==> src/rtl/idr_pkg.sv <==
// Package: parameter block word layout, fixed values and defaults
package idr_pkg;
   localparam int unsigned BLOCK_WORDS = 256;
   localparam int unsigned FIFO_DEPTH = 32;
   localparam int unsigned WORD_W = 16;
   // Word addresses
   localparam logic [7:0] W_GENCFG = 8'h00;
   localparam logic [7:0] W_DEF_CYL = 8'h01;
   localparam logic [7:0] W_DEF_HEAD = 8'h03;
   localparam logic [7:0] W_DEF_SPT = 8'h06;
   localparam logic [7:0] W_CARD_MSW = 8'h07;
   localparam logic [7:0] W_CARD_LSW = 8'h08;
   localparam logic [7:0] W_SER_FIRST = 8'h0A;
   localparam logic [7:0] W_SER_LAST = 8'h13;
   localparam logic [7:0] W_ECC = 8'h16;
   localparam logic [7:0] W_FW_FIRST = 8'h17;
   localparam logic [7:0] W_FW_LAST = 8'h1A;
   localparam logic [7:0] W_MOD_FIRST = 8'h1B;
   localparam logic [7:0] W_MOD_LAST = 8'h2E;
   localparam logic [7:0] W_MULT_MAX = 8'h2F;
   localparam logic [7:0] W_CAPAB = 8'h31;
   localparam logic [7:0] W_PIO_TIM = 8'h33;
   localparam logic [7:0] W_VALID = 8'h35;
   localparam logic [7:0] W_CUR_CYL = 8'h36;
   localparam logic [7:0] W_CUR_HEAD = 8'h37;
   localparam logic [7:0] W_CUR_SPT = 8'h38;
   localparam logic [7:0] W_CAP_LSW = 8'h39;
   localparam logic [7:0] W_CAP_MSW = 8'h3A;
   localparam logic [7:0] W_MULT_SET = 8'h3B;
   localparam logic [7:0] W_LBA_LSW = 8'h3C;
   localparam logic [7:0] W_LBA_MSW = 8'h3D;
   localparam logic [7:0] W_MWDMA = 8'h3F;
   localparam logic [7:0] W_ADV_PIO = 8'h40;
   localparam logic [7:0] W_MWDMA_MIN = 8'h41;
   localparam logic [7:0] W_MWDMA_REC = 8'h42;
   localparam logic [7:0] W_PIO_MIN = 8'h43;
   localparam logic [7:0] W_PIO_MIN_RDY = 8'h44;
   localparam logic [7:0] W_FEAT_FIRST = 8'h52;
   localparam logic [7:0] W_FEAT_LAST = 8'h57;
   localparam logic [7:0] W_UDMA = 8'h58;
   localparam logic [7:0] W_LAST = 8'hFF;
   // Fixed values
   localparam logic [15:0] V_GENCFG = 16'h044A;
   localparam logic [15:0] V_ECC = 16'h0004;
   localparam logic [15:0] V_PIO_TIM = 16'h0200;
   localparam logic [15:0] V_ADV_PIO = 16'h0003;
   localparam logic [15:0] V_UDMA = 16'h001F;
   localparam logic [15:0] V_ZERO = 16'h0000;
   localparam logic [15:0] V_MULT_SET_HI = 16'h0100;
   localparam logic [7:0] ASCII_SPACE = 8'h20;
   // Plain defaults for card-specific values
   localparam logic [15:0] D_CYL = 16'h0001;
   localparam logic [7:0] D_HEAD = 8'h01;
   localparam logic [15:0] D_SPT = 16'h0001;
   localparam logic [15:0] D_MULT_MAX = 16'h0001;
   localparam logic [15:0] D_PIO_MIN = 16'h0078;
   localparam logic [15:0] D_MWDMA_MODE = 16'h0000;
   localparam logic [15:0] D_MWDMA_TIME = 16'h0000;
   localparam logic [15:0] D_CAPAB = 16'h0000;
   localparam logic [15:0] D_VALID = 16'h0000;
   localparam logic [15:0] D_FEAT = 16'h0000;
   typedef enum logic [1:0] {
      IDR_IDLE = 2'b00,
      IDR_FILL = 2'b01,
      IDR_DRAIN = 2'b11,
      IDR_DONE = 2'b10
   } idr_state_e;
endpackage

==> src/rtl/idr_stream_if.sv <==
// Interface: valid/ready word stream between block builder and FIFO
`timescale 1ns/100ps
`default_nettype none
interface idr_stream_if #(parameter int W = 16);
   logic valid;
   logic ready;
   logic [W-1:0] data;
   modport src (output valid, output data, input ready);
   modport snk (input valid, input data, output ready);
endinterface
`default_nettype wire

==> src/rtl/idr_fifo.sv <==
// Module: parameterised valid/ready word FIFO
`timescale 1ns/100ps
`default_nettype none
module idr_fifo #(
   parameter int W = 16,
   parameter int DEPTH = 32
) (
   // Clock, enable, reset
   input wire logic clk,
   input wire logic ce,
   input wire logic rst_b,
   input wire logic clr,
   // Stream in and out
   idr_stream_if.snk in_s,
   idr_stream_if.src out_s
);
   localparam int AW = $clog2(DEPTH);
   typedef struct packed {
      logic [AW-1:0] wp;
      logic [AW-1:0] rp;
      logic [AW:0] cnt;
   } idr_fifo_s;
   idr_fifo_s st_r, st_nxt;
   logic [W-1:0] mem [DEPTH];
   logic push, pop;
   assign in_s.ready = (st_r.cnt != DEPTH[AW:0]);
   assign out_s.valid = (st_r.cnt != '0);
   assign out_s.data = mem[st_r.rp];
   assign push = in_s.valid && in_s.ready;
   assign pop = out_s.valid && out_s.ready;
   always_comb begin
      st_nxt = st_r;
      if (clr) begin
         st_nxt = '0;
      end else begin
         if (push) st_nxt.wp = st_r.wp + 1'b1;
         if (pop) st_nxt.rp = st_r.rp + 1'b1;
         if (push && !pop) st_nxt.cnt = st_r.cnt + 1'b1;
         if (pop && !push) st_nxt.cnt = st_r.cnt - 1'b1;
      end
   end
   always_ff @(posedge clk or negedge rst_b) begin
      if (!rst_b) begin
         st_r <= '0;
      end else if (ce) begin
         st_r <= st_nxt;
      end
   end
   always_ff @(posedge clk) begin
      if (ce && push && !clr) mem[st_r.wp] <= in_s.data;
   end
   a_fifo_bound: assert property (@(posedge clk) disable iff (!rst_b)
      st_r.cnt <= DEPTH[AW:0]) else $error("fifo count beyond depth");
endmodule
`default_nettype wire

==> src/rtl/idr_word_gen.sv <==
// Module: combinational parameter block word lookup by address
`timescale 1ns/100ps
`default_nettype none
module idr_word_gen (
   // Address and word
   input wire logic [7:0] addr,
   output logic [15:0] word,
   // Geometry and capacity
   input wire logic [15:0] def_cyl,
   input wire logic [7:0] def_head,
   input wire logic [15:0] def_spt,
   input wire logic [15:0] cur_cyl,
   input wire logic [15:0] cur_head,
   input wire logic [15:0] cur_spt,
   input wire logic [31:0] card_sectors,
   input wire logic [31:0] cur_capacity,
   input wire logic [31:0] lba_sectors,
   input wire logic [7:0] mult_setting,
   input wire logic mem_mode,
   // Strings, first character in the top byte
   input wire logic [159:0] serial,
   input wire logic [63:0] firmware,
   input wire logic [319:0] model
);
   import idr_pkg::*;
   logic [7:0] si, fi, mi;
   always_comb begin
      si = addr - W_SER_FIRST;
      fi = addr - W_FW_FIRST;
      mi = addr - W_MOD_FIRST;
      word = V_ZERO;
      case (addr)
         W_GENCFG: word = V_GENCFG;
         W_DEF_CYL: word = def_cyl;
         W_DEF_HEAD: word = {8'h00, def_head};
         W_DEF_SPT: word = def_spt;
         W_CARD_MSW: word = card_sectors[31:16];
         W_CARD_LSW: word = card_sectors[15:0];
         W_ECC: word = V_ECC;
         W_MULT_MAX: word = D_MULT_MAX;
         W_CAPAB: word = D_CAPAB;
         W_PIO_TIM: word = V_PIO_TIM;
         W_VALID: word = D_VALID;
         W_CUR_CYL: word = cur_cyl;
         W_CUR_HEAD: word = cur_head;
         W_CUR_SPT: word = cur_spt;
         W_CAP_LSW: word = cur_capacity[15:0];
         W_CAP_MSW: word = cur_capacity[31:16];
         W_MULT_SET: word = V_MULT_SET_HI | {8'h00, mult_setting};
         W_LBA_LSW: word = lba_sectors[15:0];
         W_LBA_MSW: word = lba_sectors[31:16];
         W_MWDMA: word = mem_mode ? V_ZERO : D_MWDMA_MODE;
         W_ADV_PIO: word = V_ADV_PIO;
         W_MWDMA_MIN: word = mem_mode ? V_ZERO : D_MWDMA_TIME;
         W_MWDMA_REC: word = mem_mode ? V_ZERO : D_MWDMA_TIME;
         W_PIO_MIN: word = D_PIO_MIN;
         W_PIO_MIN_RDY: word = D_PIO_MIN;
         W_UDMA: word = V_UDMA;
         default: begin
            if (addr >= W_SER_FIRST && addr <= W_SER_LAST) begin
               word = serial[159 - 16*si[3:0] -: 16];
            end else if (addr >= W_FW_FIRST && addr <= W_FW_LAST) begin
               word = firmware[63 - 16*fi[1:0] -: 16];
            end else if (addr >= W_MOD_FIRST && addr <= W_MOD_LAST) begin
               word = model[319 - 16*mi[4:0] -: 16];
            end else if (addr >= W_FEAT_FIRST && addr <= W_FEAT_LAST) begin
               word = D_FEAT;
            end
         end
      endcase
   end
endmodule
`default_nettype wire

==> src/rtl/idr_responder.sv <==
// Module: parameter block responder feeding the sector data-in path
`timescale 1ns/100ps
`default_nettype none
module idr_responder #(
   parameter logic [15:0] DEF_CYL = idr_pkg::D_CYL,
   parameter logic [7:0] DEF_HEAD = idr_pkg::D_HEAD,
   parameter logic [15:0] DEF_SPT = idr_pkg::D_SPT
) (
   // Clock, enable, reset
   input wire logic CLK,
   input wire logic CE,
   input wire logic RST_B,
   // Command start and completion
   input wire logic START,
   output logic BUSY,
   output logic DONE,
   // Sector data-in path
   output logic DATA_VALID,
   output logic [15:0] DATA,
   input wire logic DATA_READY,
   // Card settings
   input wire logic [15:0] CUR_CYL,
   input wire logic [15:0] CUR_HEAD,
   input wire logic [15:0] CUR_SPT,
   input wire logic [31:0] CARD_SECTORS,
   input wire logic [31:0] CUR_CAPACITY,
   input wire logic [31:0] LBA_SECTORS,
   input wire logic [7:0] MULT_SETTING,
   input wire logic MEM_MODE,
   input wire logic [159:0] SERIAL,
   input wire logic [63:0] FIRMWARE,
   input wire logic [319:0] MODEL
);
   import idr_pkg::*;
   ////////////////////////////////////////////////////////////////////////
   typedef struct packed {
      idr_state_e st;
      logic [7:0] addr;
      logic [8:0] sent;
      logic busy;
      logic done;
      logic ovalid;
      logic [15:0] odata;
   } idr_resp_s;
   idr_resp_s s_r, s_nxt;
   logic [15:0] gen_word;
   logic fifo_clr;
   logic out_take;
   idr_stream_if #(.W(WORD_W)) fill_s ();
   idr_stream_if #(.W(WORD_W)) drain_s ();
   ////////////////////////////////////////////////////////////////////////
   idr_word_gen u_gen (
      .addr(s_r.addr),
      .word(gen_word),
      .def_cyl(DEF_CYL),
      .def_head(DEF_HEAD),
      .def_spt(DEF_SPT),
      .cur_cyl(CUR_CYL),
      .cur_head(CUR_HEAD),
      .cur_spt(CUR_SPT),
      .card_sectors(CARD_SECTORS),
      .cur_capacity(CUR_CAPACITY),
      .lba_sectors(LBA_SECTORS),
      .mult_setting(MULT_SETTING),
      .mem_mode(MEM_MODE),
      .serial(SERIAL),
      .firmware(FIRMWARE),
      .model(MODEL)
   );
   idr_fifo #(.W(WORD_W), .DEPTH(FIFO_DEPTH)) u_fifo (
      .clk(CLK),
      .ce(CE),
      .rst_b(RST_B),
      .clr(fifo_clr),
      .in_s(fill_s),
      .out_s(drain_s)
   );
   ////////////////////////////////////////////////////////////////////////
   // Builder pushes words in ascending order while the FIFO has room
   assign fill_s.valid = (s_r.st == IDR_FILL);
   assign fill_s.data = gen_word;
   assign fifo_clr = (s_r.st == IDR_IDLE) && START;
   // Output register: refill when empty or host took the word
   assign out_take = !s_r.ovalid || DATA_READY;
   assign drain_s.ready = out_take;
   always_comb begin
      s_nxt = s_r;
      s_nxt.done = 1'b0;
      if (out_take) begin
         s_nxt.ovalid = drain_s.valid;
         // Load only real words, so an empty FIFO never leaks stale or unknown data
         if (drain_s.valid) begin
            s_nxt.odata = drain_s.data;
         end
      end
      if (s_r.ovalid && DATA_READY) begin
         s_nxt.sent = s_r.sent + 9'h001;
      end
      case (s_r.st)
         IDR_IDLE: begin
            if (START) begin
               s_nxt.st = IDR_FILL;
               s_nxt.addr = 8'h00;
               s_nxt.sent = 9'h000;
               s_nxt.busy = 1'b1;
            end
         end
         IDR_FILL: begin
            if (fill_s.ready) begin
               s_nxt.addr = s_r.addr + 8'h01;
               if (s_r.addr == W_LAST) s_nxt.st = IDR_DRAIN;
            end
         end
         IDR_DRAIN: begin
            if (s_nxt.sent == BLOCK_WORDS[8:0]) begin
               s_nxt.st = IDR_DONE;
            end
         end
         IDR_DONE: begin
            s_nxt.busy = 1'b0;
            s_nxt.done = 1'b1;
            s_nxt.st = IDR_IDLE;
         end
         default: s_nxt.st = IDR_IDLE;
      endcase
   end
   always_ff @(posedge CLK or negedge RST_B) begin
      if (!RST_B) begin
         s_r <= '0;
      end else if (CE) begin
         s_r <= s_nxt;
      end
   end
   assign BUSY = s_r.busy;
   assign DONE = s_r.done;
   assign DATA_VALID = s_r.ovalid;
   assign DATA = s_r.odata;
   ////////////////////////////////////////////////////////////////////////
   // Checks
   a_word_zero: assert property (@(posedge CLK) disable iff (!RST_B)
      (s_r.st == IDR_FILL && s_r.addr >= 8'h45 && s_r.addr <= 8'h51)
      |-> gen_word == 16'h0000) else $error("reserved word not zero");
   a_gencfg_val: assert property (@(posedge CLK) disable iff (!RST_B)
      (s_r.st == IDR_FILL && s_r.addr == 8'h00) |-> gen_word == 16'h044A)
      else $error("word 0 wrong");
   a_head_upper: assert property (@(posedge CLK) disable iff (!RST_B)
      (s_r.addr == 8'h03) |-> gen_word[15:8] == 8'h00)
      else $error("head word upper byte set");
   a_card_order: assert property (@(posedge CLK) disable iff (!RST_B)
      (s_r.addr == 8'h07) |-> gen_word == CARD_SECTORS[31:16])
      else $error("card sectors order wrong");
   a_cap_order: assert property (@(posedge CLK) disable iff (!RST_B)
      (s_r.addr == 8'h39) |-> gen_word == CUR_CAPACITY[15:0])
      else $error("capacity order wrong");
   a_ecc_val: assert property (@(posedge CLK) disable iff (!RST_B)
      (s_r.addr == 8'h16) |-> gen_word == 16'h0004)
      else $error("word 22 wrong");
   a_model_first: assert property (@(posedge CLK) disable iff (!RST_B)
      (s_r.addr == 8'h1B) |-> gen_word == MODEL[319:304])
      else $error("model first word wrong");
   a_pio_val: assert property (@(posedge CLK) disable iff (!RST_B)
      (s_r.addr == 8'h33) |-> gen_word == 16'h0200)
      else $error("word 51 wrong");
   a_dma_mem: assert property (@(posedge CLK) disable iff (!RST_B)
      (MEM_MODE && (s_r.addr == 8'h3F || s_r.addr == 8'h41 || s_r.addr == 8'h42))
      |-> gen_word == 16'h0000) else $error("dma word not zero");
   a_adv_pio: assert property (@(posedge CLK) disable iff (!RST_B)
      (s_r.addr == 8'h40) |-> gen_word == 16'h0003)
      else $error("word 64 wrong");
   a_udma_val: assert property (@(posedge CLK) disable iff (!RST_B)
      (s_r.addr == 8'h58) |-> gen_word == 16'h001F)
      else $error("word 88 wrong");
   a_ata_ver: assert property (@(posedge CLK) disable iff (!RST_B)
      (s_r.addr == 8'h50 || s_r.addr == 8'h51) |-> gen_word == 16'h0000)
      else $error("version words not zero");
   a_tail_zero: assert property (@(posedge CLK) disable iff (!RST_B)
      (s_r.addr >= 8'h5C) |-> gen_word == 16'h0000)
      else $error("tail word not zero");
   a_data_hold: assert property (@(posedge CLK) disable iff (!RST_B)
      (CE && DATA_VALID && !DATA_READY) |=> (DATA_VALID && $stable(DATA)))
      else $error("data dropped under stall");
   a_done_count: assert property (@(posedge CLK) disable iff (!RST_B)
      (CE && s_r.st == IDR_DONE) |-> s_r.sent == 9'h100)
      else $error("block not 256 words");
   a_addr_step: assert property (@(posedge CLK) disable iff (!RST_B)
      (CE && s_r.st == IDR_FILL && fill_s.ready && s_r.addr != 8'hFF)
      |=> s_r.addr == $past(s_r.addr) + 8'h01) else $error("address not ascending");
endmodule
`default_nettype wire

==> config.mk <==
export PLATFORM = sky130hd
export DESIGN_NAME = idr_responder
export DESIGN_NICKNAME = d
export VERILOG_FILES = /design/src/rtl/idr_pkg.sv /design/src/rtl/idr_stream_if.sv /design/src/rtl/idr_fifo.sv /design/src/rtl/idr_word_gen.sv /design/src/rtl/idr_responder.sv
export SDC_FILE = /design/constraint.sdc
export NUM_CORES = 1
export LEC_CHECK = 0
export BUFFER_PORTS_ARGS = -buffer_cell sky130_fd_sc_hd__clkbuf_2
export CAP_MARGIN = 0
export CORE_AREA = 10 10 275 277
export CTS_CLUSTER_SIZE = 14
export DETAILED_ROUTE_END_ITERATION = 16
export DIE_AREA = 0 0 285 287
export PLACE_DENSITY = 0.75
export SLEW_MARGIN = 5
export SYNTH_ARGS = -nofsm -noshare
export SYNTH_HDL_FRONTEND = slang
export SYNTH_HIERARCHICAL = 1
export SYNTH_SLANG_ARGS = --single-unit
export TNS_END_PERCENT = 100
==> constraint.sdc <==
create_clock -name CLK -period 6.5 [get_ports CLK]
set_input_delay 1.3 -clock CLK [delete_from_list [all_inputs] [get_ports CLK]]
set_output_delay 1.3 -clock CLK [all_outputs]
set_load 0.005 [all_outputs]
==> summary.md, run 1 <==
| Metric | Value |
|---|---|
| R2R Path Start | `s_r[28]$_DFFE_PN0P_` |
| Mapped Cells | `2101` |
| P&R area growth vs syn | `21.2%` |
| Die X | `285 um` |
| Worst hold-check path type | `reg -> reg` |
| Worst setup margin | `1.53 ns` |
| Via count | `22900` |
| DRC | `0` |
| Htree depth | `2` |
| Hold path cells | `1` |
| Count of clock tree sinks | `566` |
| Mean number of vias per cell | `6.08` |
| Final Hold Vio Count | `0` |
| Slew Viols, Final | `0` |
| Die Footprint | `81800 sq um` |
| PostCTS Resize Cnt | `0` |
| GRT Residual Overflow | `0` |
| Post-synthesis adder-cell area fraction | `0.941%` |
| Combinational family with the most area after synthesis | `multiplexers` |
| Setup Buffers After CTS | `0` |
| Compound-Gate Fraction of Synth Area | `8.67%` |
| Peak supply drop | `0.426 mV` |
| CTS buffer count | `54` |
| Clock Path Buffers | `3` |
| GR Util All Layers | `28.2%` |
| CTS tree | `done` |
| Post-synthesis sequential area ratio | `55.7%` |
| Gpl congestion | `0.995` |
| Post-synth design cell area | `30100 sq um` |
| Placed Cells | `3663` |
| Core footprint | `69800 sq um` |
| Skew-Pair Late Insertion Delay | `0.61 ns` |
| Async set-reset flop share out of synthesis | `9.54%` |
| Synth Warn # | `6` |
| Fmax | `0.201 GHz` |
| Mux cell area share after synthesis | `22.0%` |
| WP buf/inv | `3` |
| Setup Skew | `0.0256 ns` |
| FF-to-FF setup slack | `1.53 ns` |
| Yosys reg bits | `566` |
| Mapped Avg Cell Area | `14.3 sq um` |
| Data required, critical path | `6.92 ns` |
| Slew headroom | `13.0%` |
| Pwr dens | `522 nW/um^2` |
| Largest net degree at the start of global routing | `73` |
| TritonRoute pass-1 iters | `7` |
| Cts hold-fix bufs | `0` |
| CTS root buf | `clkbuf_16` |
| Port bufs | `719` |
| Dpl ws | `1.37 ns` |
| Wire per inst | `31.9 um` |
| Final instance area | `36400 sq um` |
| Setup_tns | `0 ns` |
| Crit path kind | `reg -> reg` |
| Most frequent cells in the layout | `719 x clkbuf_2, 512 x edfxtp_1, 191 x mux4_2` |
| Top delay family on crit path | `compound AO/OA/AOI/OAI gates` |
| Crit path cell chain | `ha_1 -> xnor2_2 -> buf_4 -> inv_1 -> ha_1 -> xor2_2 -> xor2_4 -> nand2_1 -> a21oi_1 -> o21ai_0 -> a31oi_2 -> buf_4` |
| CP endpoint kind | `flop` |
| Placed Area | `34600 sq um` |
| Die height | `287 um` |
| Sum of routed wire length over all layers | `120 mm` |
| Vias in the first global route | `23300` |
| Worst hold endpoint | `DATA[5]$_DFFE_PN0P_` |
| FF/Latch Area | `16700 sq um` |
| Status | `finished clean` |
| Commonest non-fill, non-tap cell in the layout | `clkbuf_2` |
| Clk pin slew, worst setup/hold paths | `0.06 ns` |
| Final worst-path cycle share | `76.5%` |
| Routed Antenna Nets | `0` |
| RSZ-0062 raised after global routing | `no` |
| Critical path launch point type | `flop` |
| Iter 0 DRT Violations | `2795` |
| Row Count | `97` |
| Multi-input logic area | `12600 sq um` |
| Initial antenna violation count | `22` |
| Final min period | `4.97 ns` |
| Final setup violation count | `0` |
| FILL cells | `5771` |
| Worst r2r path cells | `12` |
| I/O pin count | `721` |
| Post-synth top flop | `edfxtp_1` |
| Yosys cell types | `104` |
| Leakage power | `13.9 nW` |
| DP HPWL | `91.6 mm` |
| Crit path arrival time | `5.39 ns` |
| Layout Nets | `3503` |
| Worst-margin pin slew | `1.30 ns` |
| CP max stage cell | `dfrtp_4` |
| Hold path startpoint | `DATA[5]$_DFFE_PN0P_` |
| Simple-gate portion of the synthesized area | `8.28%` |
| First-pass GRT wire length | `168 mm` |
| Worst stage delay on the critical path | `0.86 ns` |
| Initial Utilization | `43.1%` |
| Layout cells sized above 1 | `42.1%` |
| R2R Path End | `u_fifo/mem[13][13]$_DFFE_PP_` |
| Post-Layout Cell Count | `3774` |
| Number of flops mapped to enable cells by yosys | `512` |
| CP max FO | `42` |
| XOR/XNOR share of the synthesized area | `0.854%` |
| Max_cap viols | `0` |
==> sequential cells by signal (all words and copies together) (netlist names) <==
register,flops
BUSY,1
DATA,16
DATA_VALID,1
DONE,1
s_r,19
u_fifo/mem,512
u_fifo/st_r,16
==> layout make-up <==
| cell class | instances | area share (%) |
|---|---|---|
| clock buffer | 68 | 3.94 |
| multi-input combinational | 1361 | 34.7 |
| antenna | 11 | 0.0756 |
| timing repair buffer | 769 | 11.0 |
| clock inverter | 32 | 0.832 |
| tap | 940 | 3.23 |
| sequential | 566 | 46.0 |
| inverter | 27 | 0.278 |
==> how the worst max path moves through the flow <==
stage,startpoint,end,cells after the start
after floorplan,s_r[30]$_DFFE_PN0P_,u_fifo/mem[0][5]$_DFFE_PP_,16
after global placement,s_r[28]$_DFFE_PN0P_,u_fifo/mem[20][8]$_DFFE_PP_,11
after detailed placement,s_r[28]$_DFFE_PN0P_,u_fifo/mem[16][8]$_DFFE_PP_,11
after CTS,s_r[28]$_DFFE_PN0P_,u_fifo/mem[9][8]$_DFFE_PP_,11
after global routing,s_r[28]$_DFFE_PN0P_,u_fifo/mem[13][13]$_DFFE_PP_,11
final,s_r[28]$_DFFE_PN0P_,u_fifo/mem[13][13]$_DFFE_PP_,12
==> layer usage <==
| layer | up-vias | GRT usage [%] | wire length [um] |
|---|---|---|---|
| li1 | 9782 | - | - |
| met1 | 11400 | 32.9 | 41200 |
| met2 | 1523 | 48.7 | 60200 |
| met3 | 222 | 8.31 | 13900 |
| met4 | 8 | 10.2 | 4910 |
| met5 | - | 0 | 48 |
==> stage by stage <==
step	power (mW)	utilization (%)	hold WS, ns
finish	19.0	52.2	0.506
floorplan	12.1	-	0.482
global route	19.7	52.2	0.542
detailed placement	15.8	49.6	0.496
global placement	15.5	49.6	0.494
CTS	18.9	52.1	0.509
==> report_power, final <==
group	internal [mW]	total, mW	leakage, nW	switching [mW]
logic	3.11	9.42	7.74	6.31
registers	6.07	6.50	5.32	0.424
clock network	1.76	3.09	0.857	1.33
total	10.9	19.0	13.9	8.06
==> Yosys cell counts, types with 7 or more instances <==
| cell type | instances | share of area [%] |
|---|---|---|
| buf_2 | 60 | 1.0 |
| mux4_2 | 191 | 14 |
| mux2_2 | 48 | 1.8 |
| a22oi_1 | 76 | 1.9 |
| nor2_1 | 69 | 0.86 |
| o21ai_1 | 7 | 0.12 |
| clkbuf_1 | 71 | 0.89 |
| mux2i_1 | 160 | 5.3 |
| a22o_1 | 23 | 0.67 |
| buf_4 | 32 | 0.80 |
| nand3b_1 | 10 | 0.25 |
| mux2_4 | 10 | 0.50 |
| o22ai_1 | 16 | 0.33 |
| inv_1 | 25 | 0.31 |
| o21ai_0 | 55 | 0.92 |
| buf_6 | 10 | 0.37 |
| a31oi_1 | 27 | 0.56 |
| nor4_1 | 9 | 0.19 |
| edfxtp_1 | 512 | 51 |
| a32oi_1 | 17 | 0.50 |
| nand3_1 | 92 | 1.5 |
| nand2_1 | 171 | 2.1 |
| nor3_1 | 23 | 0.38 |
| nand2b_1 | 8 | 0.17 |
| and3_1 | 18 | 0.37 |
| xnor2_1 | 11 | 0.32 |
| nand4_1 | 25 | 0.52 |
| a222oi_1 | 9 | 0.30 |
| dfrtp_1 | 54 | 4.5 |
| a21oi_1 | 75 | 1.2 |
| buf_1 | 12 | 0.15 |
| nor2b_1 | 13 | 0.27 |
| ha_1 | 21 | 0.87 |
==> cells by family after synthesis <==
family / count (synthesis)
flip-flops: 566
AND/OR/NAND/NOR: 494
multiplexers: 411
AO/OA/AOI/OAI: 372
buffers and inverters: 212
adder cells (fa/ha/maj): 22
XOR/XNOR: 22
other: 2
Power figures use the tool's default switching activity.
==> run 2: changes to the inputs <==
--- a/config.mk
+++ b/config.mk
@@ -5,13 +5,14 @@
 export SDC_FILE = /design/constraint.sdc
 export NUM_CORES = 1
 export LEC_CHECK = 0
+export ABC_AREA = 1
 export BUFFER_PORTS_ARGS = -buffer_cell sky130_fd_sc_hd__clkbuf_2
 export CAP_MARGIN = 0
-export CORE_AREA = 10 10 275 277
+export CORE_AREA = 10 10 273 275
 export CTS_CLUSTER_SIZE = 14
 export DETAILED_ROUTE_END_ITERATION = 16
-export DIE_AREA = 0 0 285 287
-export PLACE_DENSITY = 0.75
+export DIE_AREA = 0 0 283 285
+export PLACE_DENSITY = 0.81
 export SLEW_MARGIN = 5
 export SYNTH_ARGS = -nofsm -noshare
 export SYNTH_HDL_FRONTEND = slang
==> constraint.sdc (replaced) <==
create_clock -name CLK -period 4.8 [get_ports CLK]
set_input_delay 0.96 -clock CLK [delete_from_list [all_inputs] [get_ports CLK]]
set_output_delay 0.96 -clock CLK [all_outputs]
set_load 0.005 [all_outputs]
==> run 2 against run 1 <==
  * Wire length up 18%
  * Total power up 40%
  * Sequential share of layout area down 3.8 points
  * Critical path depth up 3
  * Area after synthesis up 11%
  * Utilization up 5.1 points
  * Combinational power up 57%
==> summary.md, run 2 <==
| Metric | Value |
|---|---|
| Largest Register | `u_fifo/mem (unchanged)` |
| Fmax | `0.226 GHz (was 0.201 GHz)` |
| Gpl congestion | `1.03 (was 0.995)` |
| RSZ-0062 raised after global routing | `no (unchanged)` |
| Ranking of synthesized cells by area | `edfxtp_1 46%, nand2_1 17%, nand3_1 9.7%, inv_1 5.3%, nor2_1 5.0% (was edfxtp_1 51%, mux4_2 14%, mux2i_1 5.3%, dfrtp_1 4.5%, nand2_1 2.1%)` |
| R2R Path Start | `s_r[28]$_DFFE_PN0P_ (unchanged)` |
| DP HPWL | `107 mm (was 91.6 mm)` |
| Mapped Cells | `4377 (was 2101)` |
| Crit path kind | `reg -> reg (unchanged)` |
| Count of clock tree sinks | `566 (unchanged)` |
| Iter 0 DRT Violations | `4272 (was 2795)` |
| Post-synth top area share | `46.0% (was 51.2%)` |
| First-pass GRT wire length | `204 mm (was 168 mm)` |
| GRT Residual Overflow | `0 (unchanged)` |
| Die height | `285 um (was 287 um)` |
| Combinational family with the most area after synthesis | `simple AND/OR/NAND/NOR gates (was multiplexers)` |
| Final worst-path cycle share | `92.0% (was 76.5%)` |
| Compound-Gate Fraction of Synth Area | `4.24% (was 8.67%)` |
| Slew Viols, Final | `0 (unchanged)` |
| Biggest regs | `u_fifo/mem x512, s_r x19 (unchanged)` |
| Largest net degree at the start of global routing | `134 (was 73)` |
| CTS tree | `done (unchanged)` |
| Critical path launch point type | `flop (unchanged)` |
| P&R area growth vs syn | `18.9% (was 21.2%)` |
| FF-to-FF setup slack | `0.38 ns (was 1.53 ns)` |
| R2R Path End | `u_fifo/mem[28][12]$_DFFE_PP_ (was u_fifo/mem[13][13]$_DFFE_PP_)` |
| Core footprint | `69300 sq um (was 69800 sq um)` |
| Area leader, netlist | `edfxtp_1 (unchanged)` |
| Most frequent cell after synthesis | `nand2_1 (was edfxtp_1)` |
| Crit path arrival time | `4.79 ns (was 5.39 ns)` |
| Leakage power | `19.4 nW (was 13.9 nW)` |
| Clk pin slew, worst setup/hold paths | `0.06 ns (about the same)` |
| XOR/XNOR share of the synthesized area | `0.311% (was 0.854%)` |
| Routed Antenna Nets | `0 (unchanged)` |
| Mean number of vias per cell | `5.44 (was 6.08)` |
| DRC | `0 (unchanged)` |
| Placed Cells | `5912 (was 3663)` |
| Final Hold Vio Count | `0 (unchanged)` |
| I/O pin count | `721 (unchanged)` |
| Pwr dens | `672 nW/um^2 (was 522 nW/um^2)` |
| Worst-margin pin slew | `1.09 ns (was 1.30 ns)` |
| Data required, critical path | `5.17 ns (was 6.92 ns)` |
| Worst hold-check path type | `in -> async (was reg -> reg)` |
| CP endpoint kind | `flop (unchanged)` |
| Die Footprint | `80700 sq um (was 81800 sq um)` |
| Post-synthesis adder-cell area fraction | `0.846% (was 0.941%)` |
| Port bufs | `719 (unchanged)` |
| Vias in the first global route | `31000 (was 23300)` |
| Peak supply drop | `0.470 mV (was 0.426 mV)` |
| Setup Skew | `0.0225 ns (was 0.0256 ns)` |
| Max_cap viols | `0 (unchanged)` |
| Post-synth top flop | `edfxtp_1 (unchanged)` |
| Number of flops mapped to enable cells by yosys | `512 (unchanged)` |
| Commonest non-fill, non-tap cell in the layout | `nand2_1 (was clkbuf_2)` |
| Initial antenna violation count | `10 (was 22)` |
| Setup Buffers After CTS | `0 (unchanged)` |
| Layout cells sized above 1 | `20.6% (was 42.1%)` |
| Simple-gate portion of the synthesized area | `34.5% (was 8.28%)` |
| Die X | `283 um (was 285 um)` |
| CTS buffer count | `57 (was 54)` |
| PostCTS Resize Cnt | `0 (unchanged)` |
| Setup_tns | `0 ns (unchanged)` |
| Cts hold-fix bufs | `0 (unchanged)` |
| TritonRoute pass-1 iters | `6 (was 7)` |
| Post-synthesis sequential area ratio | `50.1% (was 55.7%)` |
| Worst r2r path cells | `15 (was 12)` |
| Slew headroom | `27.2% (was 13.0%)` |
| Wire per inst | `23.6 um (was 31.9 um)` |
| CP max FO | `133 (was 42)` |
| Final setup violation count | `0 (unchanged)` |
| CTS root buf | `clkbuf_16 (unchanged)` |
| Yosys cell types | `48 (was 104)` |
| Number of flip-flops in the largest register | `512 (unchanged)` |
| Via count | `32800 (was 22900)` |
| Mux cell area share after synthesis | `0.640% (was 22.0%)` |
| Synth Warn # | `6 (unchanged)` |
| GR Util All Layers | `33.7% (was 28.2%)` |
| Skew-Pair Late Insertion Delay | `0.63 ns (was 0.61 ns)` |
| Post-Layout Cell Count | `6021 (was 3774)` |
| Htree depth | `2 (unchanged)` |
| Final min period | `4.42 ns (was 4.97 ns)` |
| Sum of routed wire length over all layers | `142 mm (was 120 mm)` |
| Status | `finished clean (unchanged)` |
| Most frequent cells after synthesis | `1553 x nand2_1, 648 x nand3_1, 512 x edfxtp_1 (was 512 x edfxtp_1, 191 x mux4_2, 171 x nand2_1)` |
| Row Count | `97 (unchanged)` |
| Layout Nets | `5755 (was 3503)` |
| Mapped Avg Cell Area | `7.63 sq um (was 14.3 sq um)` |
| FILL cells | `6166 (was 5771)` |
| Async set-reset flop share out of synthesis | `9.54% (unchanged)` |
| Clock Path Buffers | `3 (unchanged)` |
| Most frequent cells in the layout | `1553 x nand2_1, 719 x clkbuf_2, 648 x nand3_1 (was 719 x clkbuf_2, 512 x edfxtp_1, 191 x mux4_2)` |
| Initial Utilization | `48.2% (was 43.1%)` |
| Yosys reg bits | `566 (unchanged)` |
| Post-synth design cell area | `33400 sq um (was 30100 sq um)` |
run 2: cell count changes in the layout (fill, tap and decap cells not counted), moves of 43 or more:
cell | previous run | this run
mux4_2 | 191 | 0
nor2_1 | 39 | 413
o21ai_0 | 55 | 98
a22oi_1 | 76 | 0
nand2_1 | 171 | 1553
nand3_1 | 92 | 648
mux2i_1 | 160 | 0
or2_2 | 1 | 45
inv_1 | 25 | 470
run 2: area by class of cell:
cell class / instances / area [sq um] / share of cell area [%]
Sequential cell: 566 / 16700 / 42.1
Clock buffer: 67 / 1470 / 3.71
Antenna cell: 2 / 5.00 / 0.0126
Tap cell: 940 / 1180 / 2.96
Clock inverter: 40 / 372 / 0.936
Inverter: 489 / 1850 / 4.67
Multi-Input combinational cell: 3111 / 13800 / 34.7
Timing Repair Buffer: 806 / 4310 / 10.9
run 2: worst max-delay path, stage by stage, from the launching register on:
cell and delay [ns]:
dfrtp_4 0.42, buf_12 0.42, inv_8 0.18, ha_4 0.62, inv_2 0.44, buf_4 0.38, nor2_1 0.13, nand2_1 0.08
nand3_1 0.13, nand3_1 0.08, nand2_1 0.07, nand3_1 0.21, nand2_1 0.33, nor2_1 0.09, nor2_2 0.08, buf_4 0.36
run 2: worst max-delay path by stage:
stage | from | to | cells past startpoint
global route | s_r[28]$_DFFE_PN0P_ | u_fifo/mem[28][12]$_DFFE_PP_ | 15
global placement | s_r[28]$_DFFE_PN0P_ | u_fifo/mem[8][12]$_DFFE_PP_ | 15
finish | s_r[28]$_DFFE_PN0P_ | u_fifo/mem[28][12]$_DFFE_PP_ | 15
detailed placement | s_r[28]$_DFFE_PN0P_ | u_fifo/mem[8][12]$_DFFE_PP_ | 15
floorplan | s_r[28]$_DFFE_PN0P_ | u_fifo/mem[0][10]$_DFFE_PP_ | 16
CTS | s_r[28]$_DFFE_PN0P_ | u_fifo/mem[28][12]$_DFFE_PP_ | 15
run 2: report_power, final:
group          internal, mW  switching [mW]
Clock                  2.52            1.88
Combinational          3.95            10.9
Sequential             7.04           0.445
run 2: logic make-up (layout without fill, tap and decap cells):
group           Yosys count  in the layout
simple gates           2761           2761
buf+inv                 738           1402
flops                   566            566
compound gates          261            261
fa+ha+maj                22             22
mux                      16             16
xor+xnor                 11             11
other cells               2             42
run 2: metal layers:
metal | global-route usage, % | part of all wire, % | vias to the layer above
met4 | 18.2 | 6.0 | 8
met2 | 53.6 | 46 | 2004
li1 | - | - | 15300
met5 | 0 | 0.038 | -
met1 | 41.0 | 37 | 15100
met3 | 9.97 | 11 | 308
run 2: stage by stage:
step / area (sq um) / setup slack [ns] / utilization, % / total power, mW / hold slack [ns]
global placement: 37900 / 0.656 / 54.6 / 21.4 / 0.485
detailed placement: 37900 / 0.605 / 54.6 / 21.8 / 0.492
CTS: 39700 / 0.587 / 57.3 / 26.2 / 0.391
floorplan: 33600 / 0.997 / - / 16.6 / 0.475
global route: 39700 / 0.266 / 57.3 / 28.1 / 0.431
finish: 39700 / 0.383 / 57.3 / 26.7 / 0.417
